### src/hw/xcvr_defines.svh
// Named offsets, field positions and reset values of the registered transceiver.
// Assumes inclusion by bare name from the package and the design modules.
`ifndef XCVR_DEFINES_SVH
`define XCVR_DEFINES_SVH

`define XCVR_DATA_W        8
`define XCVR_ADDR_W        8
`define XCVR_SYNC_STAGES   2

// Register byte offsets.
`define XCVR_CTRL_ADDR     8'h00
`define XCVR_STORE_A_ADDR  8'h04
`define XCVR_STORE_B_ADDR  8'h08
`define XCVR_STATUS_ADDR   8'h0c

// Control register fields.
`define XCVR_CTRL_OE_N     0
`define XCVR_CTRL_DIR      1
`define XCVR_CTRL_SAB      2
`define XCVR_CTRL_SBA      3
`define XCVR_CTRL_W        4
`define XCVR_CTRL_RESET    4'h1

// Status register fields.
`define XCVR_STAT_A_VALID  0
`define XCVR_STAT_B_VALID  1
`define XCVR_STAT_MODE_LO  2
`define XCVR_STAT_MODE_HI  3

`define XCVR_STORE_RESET   8'h00
`define XCVR_RDATA_ZERO    32'h0000_0000

`endif

### src/hw/xcvr_pkg.sv
// Types shared by the registered transceiver modules.
// Assumes the defines header is on the include path.
`include "xcvr_defines.svh"

package xcvr_pkg;
   typedef logic [`XCVR_DATA_W-1:0] data_t;
   typedef logic [`XCVR_ADDR_W-1:0] addr_t;
   typedef logic [31:0]             word_t;

   typedef enum logic [1:0] {
      MODE_ISOLATE,
      MODE_DRIVE_B,
      MODE_DRIVE_A
   } drive_mode_e;
endpackage

### src/hw/bit_sync.sv
// Two-flop synchroniser for a vector of independent pin levels.
// Assumes each bit is an unrelated level; no word coherence is promised.
`timescale 1ns/1ps

module bit_sync #(
   parameter int WIDTH = 1
) (
   // Clock and reset
   input  wire logic             i_sys_clk,
   input  wire logic             i_reset,
   // Levels
   input  wire logic [WIDTH-1:0] i_async,
   output logic      [WIDTH-1:0] o_sync
);
   logic [WIDTH-1:0] meta_r;
   logic [WIDTH-1:0] sync_r;

   genvar g;
   generate
      for (g = 0; g < WIDTH; g++) begin : g_bit
         always_ff @(posedge i_sys_clk or posedge i_reset) begin
            if (i_reset) begin
               meta_r[g] <= 1'b0;
               sync_r[g] <= 1'b0;
            end else begin
               meta_r[g] <= i_async[g];
               sync_r[g] <= meta_r[g];
            end
         end
      end
   endgenerate

   assign o_sync = sync_r;
endmodule

### src/hw/registered_xcvr.sv
// Octal registered bus transceiver between pin groups A and B, with storage
// registers captured on the rising edges of two pin clocks and a small
// register port for control and readback.
// Assumes all pin inputs are asynchronous to i_sys_clk and that the board
// resolves each bus wire from the output enables.
//
// Chosen here: the register addresses and the plain strobed port.
`timescale 1ns/1ps
`include "xcvr_defines.svh"

//Contract
// - Capture A into the A store and B into the B store on clock rises.
// - Enable high: drive neither port, yet both stores still load.
// - Enable low: direction high drives B from A, low drives A from B.
// - B output is live A when select low, stored A when high, uninverted.
// - A output is live B when select low, stored B when high, uninverted.
// - Capturing during live transfer leaves the live output path undisturbed.
// - With stored source selected, a capture shows the new value on output.
// - A store holds its contents whenever its own clock does not rise.
// - Capture clocks are never gated by enable, direction or selects.
module registered_xcvr
   import xcvr_pkg::*;
(
   // Clock and reset
   input  wire logic            i_sys_clk,
   input  wire logic            i_reset,
   // Register port
   input  xcvr_pkg::addr_t      i_addr,
   input  xcvr_pkg::word_t      i_wdata,
   input  wire logic            i_wr,
   input  wire logic            i_rd,
   output xcvr_pkg::word_t      o_rdata,
   // Capture clock pins
   input  wire logic            i_clk_a_to_b,
   input  wire logic            i_clk_b_to_a,
   // Port A pins
   input  xcvr_pkg::data_t      i_port_a,
   output xcvr_pkg::data_t      o_port_a,
   output logic                 o_port_a_oe,
   // Port B pins
   input  xcvr_pkg::data_t      i_port_b,
   output xcvr_pkg::data_t      o_port_b,
   output logic                 o_port_b_oe
);
   import xcvr_pkg::*;

   localparam int SYNC_W = 2 * `XCVR_DATA_W + 2;

   // Synchronised pin levels.
   logic [SYNC_W-1:0] sync_vec;
   data_t             a_live;
   data_t             b_live;
   logic              clk_ab_s;
   logic              clk_ba_s;

   bit_sync #(
      .WIDTH (SYNC_W)
   ) u_sync (
      .i_sys_clk (i_sys_clk),
      .i_reset   (i_reset),
      .i_async   ({i_clk_b_to_a, i_clk_a_to_b, i_port_b, i_port_a}),
      .o_sync    (sync_vec)
   );

   assign a_live   = sync_vec[`XCVR_DATA_W-1:0];
   assign b_live   = sync_vec[2*`XCVR_DATA_W-1:`XCVR_DATA_W];
   assign clk_ab_s = sync_vec[2*`XCVR_DATA_W];
   assign clk_ba_s = sync_vec[2*`XCVR_DATA_W+1];

   // Control register and its decoded fields.
   logic [`XCVR_CTRL_W-1:0] ctrl_r;
   logic [`XCVR_CTRL_W-1:0] ctrl_nxt;
   logic                    output_enable_n;
   logic                    direction;
   logic                    a_to_b_source_select;
   logic                    b_to_a_source_select;

   assign output_enable_n      = ctrl_r[`XCVR_CTRL_OE_N];
   assign direction            = ctrl_r[`XCVR_CTRL_DIR];
   assign a_to_b_source_select = ctrl_r[`XCVR_CTRL_SAB];
   assign b_to_a_source_select = ctrl_r[`XCVR_CTRL_SBA];

   // Storage state.
   logic  clk_ab_prev_r;
   logic  clk_ab_prev_nxt;
   logic  clk_ba_prev_r;
   logic  clk_ba_prev_nxt;
   data_t port_a_store_r;
   data_t port_a_store_nxt;
   data_t port_b_store_r;
   data_t port_b_store_nxt;
   logic  a_valid_r;
   logic  a_valid_nxt;
   logic  b_valid_r;
   logic  b_valid_nxt;
   logic  cap_a;
   logic  cap_b;

   // Output state.
   drive_mode_e mode;
   data_t       port_a_r;
   data_t       port_a_nxt;
   data_t       port_b_r;
   data_t       port_b_nxt;
   logic        port_a_oe_r;
   logic        port_a_oe_nxt;
   logic        port_b_oe_r;
   logic        port_b_oe_nxt;
   word_t       rdata_r;
   word_t       rdata_nxt;

   // Edge detection runs on the second synchroniser stage only.
   always_comb begin
      clk_ab_prev_nxt  = clk_ab_s;
      clk_ba_prev_nxt  = clk_ba_s;
      cap_a            = clk_ab_s & ~clk_ab_prev_r;
      cap_b            = clk_ba_s & ~clk_ba_prev_r;
      port_a_store_nxt = port_a_store_r;
      port_b_store_nxt = port_b_store_r;
      a_valid_nxt      = a_valid_r;
      b_valid_nxt      = b_valid_r;
      if (cap_a) begin
         port_a_store_nxt = a_live;
         a_valid_nxt      = 1'b1;
      end
      if (cap_b) begin
         port_b_store_nxt = b_live;
         b_valid_nxt      = 1'b1;
      end
   end

   always_ff @(posedge i_sys_clk or posedge i_reset) begin
      if (i_reset) begin
         clk_ab_prev_r  <= 1'b0;
         clk_ba_prev_r  <= 1'b0;
         port_a_store_r <= `XCVR_STORE_RESET;
         port_b_store_r <= `XCVR_STORE_RESET;
         a_valid_r      <= 1'b0;
         b_valid_r      <= 1'b0;
      end else begin
         clk_ab_prev_r  <= clk_ab_prev_nxt;
         clk_ba_prev_r  <= clk_ba_prev_nxt;
         port_a_store_r <= port_a_store_nxt;
         port_b_store_r <= port_b_store_nxt;
         a_valid_r      <= a_valid_nxt;
         b_valid_r      <= b_valid_nxt;
      end
   end

   // Outputs use the next store value, so a capture and its appearance on
   // the driven port happen on the same edge instead of one cycle apart.
   always_comb begin
      if (output_enable_n) begin
         mode = MODE_ISOLATE;
      end else if (direction) begin
         mode = MODE_DRIVE_B;
      end else begin
         mode = MODE_DRIVE_A;
      end
      port_b_nxt    = a_to_b_source_select ? port_a_store_nxt : a_live;
      port_a_nxt    = b_to_a_source_select ? port_b_store_nxt : b_live;
      port_b_oe_nxt = (mode == MODE_DRIVE_B);
      port_a_oe_nxt = (mode == MODE_DRIVE_A);
   end

   always_ff @(posedge i_sys_clk or posedge i_reset) begin
      if (i_reset) begin
         port_a_r    <= `XCVR_STORE_RESET;
         port_b_r    <= `XCVR_STORE_RESET;
         port_a_oe_r <= 1'b0;
         port_b_oe_r <= 1'b0;
      end else begin
         port_a_r    <= port_a_nxt;
         port_b_r    <= port_b_nxt;
         port_a_oe_r <= port_a_oe_nxt;
         port_b_oe_r <= port_b_oe_nxt;
      end
   end

   // Register port: one-cycle writes, read data in the following cycle only.
   always_comb begin
      ctrl_nxt  = ctrl_r;
      rdata_nxt = `XCVR_RDATA_ZERO;
      if (i_wr && i_addr == `XCVR_CTRL_ADDR) begin
         ctrl_nxt = i_wdata[`XCVR_CTRL_W-1:0];
      end
      if (i_rd) begin
         unique case (i_addr)
            `XCVR_CTRL_ADDR: begin
               rdata_nxt[`XCVR_CTRL_W-1:0] = ctrl_r;
            end
            `XCVR_STORE_A_ADDR: begin
               rdata_nxt[`XCVR_DATA_W-1:0] = port_a_store_r;
            end
            `XCVR_STORE_B_ADDR: begin
               rdata_nxt[`XCVR_DATA_W-1:0] = port_b_store_r;
            end
            `XCVR_STATUS_ADDR: begin
               rdata_nxt[`XCVR_STAT_A_VALID] = a_valid_r;
               rdata_nxt[`XCVR_STAT_B_VALID] = b_valid_r;
               rdata_nxt[`XCVR_STAT_MODE_HI:`XCVR_STAT_MODE_LO] = mode;
            end
            default: begin
               rdata_nxt = `XCVR_RDATA_ZERO;
            end
         endcase
      end
   end

   always_ff @(posedge i_sys_clk or posedge i_reset) begin
      if (i_reset) begin
         ctrl_r  <= `XCVR_CTRL_RESET;
         rdata_r <= `XCVR_RDATA_ZERO;
      end else begin
         ctrl_r  <= ctrl_nxt;
         rdata_r <= rdata_nxt;
      end
   end

   assign o_port_a    = port_a_r;
   assign o_port_b    = port_b_r;
   assign o_port_a_oe = port_a_oe_r;
   assign o_port_b_oe = port_b_oe_r;
   assign o_rdata     = rdata_r;
endmodule

### config.mk
export PLATFORM = sky130hd
export DESIGN_NAME = registered_xcvr
export DESIGN_NICKNAME = d
export VERILOG_FILES = /design/src/hw/xcvr_pkg.sv /design/src/hw/bit_sync.sv /design/src/hw/registered_xcvr.sv
export VERILOG_INCLUDE_DIRS = /design/src /design/src/hw
export SDC_FILE = /design/constraint.sdc
export NUM_CORES = 1
export LEC_CHECK = 0
export ABC_AREA = 0
export BUFFER_PORTS_ARGS = -buffer_cell sky130_fd_sc_hd__buf_2
export CAP_MARGIN = 40
export CELL_PAD_IN_SITES_DETAIL_PLACEMENT = 1
export CELL_PAD_IN_SITES_GLOBAL_PLACEMENT = 1
export CORE_MARGIN = 2
export CORE_UTILIZATION = 30
export DETAILED_ROUTE_END_ITERATION = 16
export PLACE_DENSITY = 0.66
export SLEW_MARGIN = 20
export SYNTH_ARGS = -nofsm -noshare
export SYNTH_HDL_FRONTEND = slang
export SYNTH_SLANG_ARGS = --single-unit
### constraint.sdc
create_clock -name i_sys_clk -period 3.2 [get_ports i_sys_clk]
set_input_delay 0.16 -clock i_sys_clk [delete_from_list [all_inputs] [get_ports i_sys_clk]]
set_output_delay 0.16 -clock i_sys_clk [all_outputs]
set_load 0.01 [all_outputs]
==> run summary <==
Final TNS setup: 0 ns
Worst EP required: 3.43 ns
antenna violations before repair: 0
largest net degree at the start of global routing: 42
run status: finished clean
clock tree buffer depth: 2
crit path launch: clk_ba_prev_r
CTS buffer count: 9
Final Max Tran Viols: 0
die width: 105.4 um
P_leak: 1.797 nW
Peak VDD IR: 189.5 uV
Final Hold Vio Count: 0
Fin Hold WS: 0.05989 ns
CP cell instances: nor2b_1 -> buf_4 -> nand2b_4 -> mux2_2
clock sink count: 86
detailed-route vias per instance: 3.993
sequential area share after synthesis: 0.6985
number of synthesized register bits: 86
clock root cell: clkbuf_8
per-cell routed wire length: 12.97 um
Vias: 1637
Finished Layout Cells: 410
CP startpoint kind: register
fin crit share: 0.4288
Die Ht: 105.4 um
DP HPWL: 3714 um
Worst-Skew Late Latency: 0.35 ns
io pins: 112
die area: 11100 um^2
Yosys top cell area share: 0.6899
layout cell share with drive strength beyond 1: 0.4489
power per cell area: 582.5 nW/um^2
Port Buf Inserts: 59
# resized after CTS: 0
antenna viol nets, final: 0
synthesized instance count: 185
Final Total Pwr: 2.248 mW
first-pass GRT wire length: 8562 um
syn avg cell area: 16.66 um^2
crit path to: o_port_a[1]
Fillers: 1075
commonest non-fill, non-tap cell in the layout: dfrtp_1
clock period minus worst slack: 1.372 ns
# Post-CTS Setup Buffers: 0
top cells by area, synth: dfrtp_1 69%, mux2_2 13%, buf_4 5.8%, mux4_2 2.9%, nor2b_1 1.8%
Yosys warnings: 0
Distinct cells, synth: 18
Final GP Congestion: 0.7163
H-tree depth: 3
CP max FO: 10
synthesis-to-finish area growth: 25.16%
routed wire length: 5317 um
Largest stage delay, worst path: 0.37 ns
Iteration-0 DRC Markers: 28
Overflow after GRT: 0
worst clock skew: 0.006704 ns
Initial Util: 0.3041
DRC: 0
DR pass1 iterations: 4
Rows: 37
r2r endpoint: o_port_a[1]
FMAX: 0.7288 GHz
Critical Path Sink Type: register
FF-to-FF Start: clk_ba_prev_r
Antenna Cells: 0
unrepaired setup endpoints after global routing: no
most frequent cells in the layout: 85 x dfrtp_1, 59 x buf_2, 35 x mux2_2
Crit-path slowest cell: dfrtp_1
max cap viols: 0
Reg clk slew, reported paths: 0.08 ns
Layout Nets: 333
Final Setup Violations: 0
Post-Syn Area: 3083 um^2
register-to-register setup slack: 1.83 ns
TritonCTS clock tree: built
critical path class: reg -> reg
FF-to-FF path depth: 4
Total GRT Usage: 0.1035
top cell type by total area after synthesis: dfrtp_1
CP arrival: 1.61 ns
core footprint: 10140 um^2
class of the worst hold path: in -> reg
Hold Buf Count CTS: 19
Placed Cells incl. Taps: 377
vias in the first global route: 1694
==> cells by family (layout without fill, tap and decap cells) <==
logic type / after synthesis / count (layout) / share of synthesized area
AND/OR/NAND/NOR: 23 / 23 / 0.05235
flip-flops: 86 / 86 / 0.6985
buffers and inverters: 31 / 97 / 0.07751
other: 1 / 24 / 0.001216
multiplexers: 40 / 40 / 0.1607
AO/OA/AOI/OAI: 4 / 4 / 0.009741
==> worst min path at each step <==
| stage | from | end | slack (ns) | depth (start not counted) |
|---|---|---|---|---|
| after floorplan | i_port_a[0] | u_sync.meta_r[0] | 0.19 | 0 |
| after global placement | i_port_a[5] | u_sync.meta_r[5] | 0.27 | 1 |
| after detailed placement | i_reset | u_sync.meta_r[13] | 0.17 | 2 |
| after CTS | i_wdata[1] | ctrl_r[1] | 0.03 | 2 |
| after global routing | i_wdata[2] | ctrl_r[2] | 0.05 | 2 |
| final | i_wdata[1] | ctrl_r[1] | 0.06 | 2 |
==> metrics by stage <==
stage / setup slack [ns] / utilization / cell area (um^2)
2_1_floorplan: 0.8198 / - / 3169
3_3_place_gp: 1.811 / 0.3377 / 3423
3_5_place_dp: 1.829 / 0.3396 / 3443
4_1_cts: 1.798 / 0.3806 / 3859
5_1_grt: 1.731 / 0.3806 / 3859
6_report: 1.828 / 0.3806 / 3859
==> synthesized netlist by cell type, drive strengths merged <==
cell type,count
or2,2
mux2,36
nand4,1
nand2b,2
nor2b,9
nor2,7
mux4,4
inv,1
dfstp,1
conb,1
dfrtp,85
a22oi,4
nor4,1
buf,30
nand3,1
==> routing by layer <==
layer | share of wire | up-vias | GRT usage
li1 | - | 741 | -
met1 | 0.43 | 822 | 0.1271
met2 | 0.48 | 66 | 0.1613
met3 | 0.070 | 8 | 0.03711
met4 | 0.017 | 0 | 0.05143
met5 | 0 | - | 0
==> where the power goes <==
part	internal (mW)	switching [mW]
sequential	1.16	0.0395
combinational	0.102	0.0839
clock	0.510	0.357
total	1.77	0.481
==> flip-flops by register name (all words and copies together) (netlist names) <==
register	cells
b_valid_r	1
u_sync.o_sync	18
o_port_a	8
u_sync.meta_r	18
a_valid_r	1
port_b_store_r	8
o_port_a_oe	1
port_a_store_r	8
clk_ba_prev_r	1
ctrl_r	4
clk_ab_prev_r	1
o_rdata	8
o_port_b	8
o_port_b_oe	1
==> cell type report <==
| class | count | area (um^2) | area share |
|---|---|---|---|
| clock inverter | 4 | 97.59 | 0.02529 |
| inverter | 1 | 5.005 | 0.001297 |
| timing repair buffer | 82 | 528.0 | 0.1368 |
| multi-input combinational | 91 | 777.0 | 0.2014 |
| clock buffer | 10 | 127.6 | 0.03307 |
| tap | 136 | 170.2 | 0.04410 |
| sequential | 86 | 2153 | 0.5580 |
==> critical path: cells and delay by family, from the launching register on <==
family / cells / cell delay [ns]
buf+inv: 1 / 0.20
flops: 1 / 0.37
mux: 1 / 0.36
simple gates: 2 / 0.33
Power figures use the tool's default switching activity.
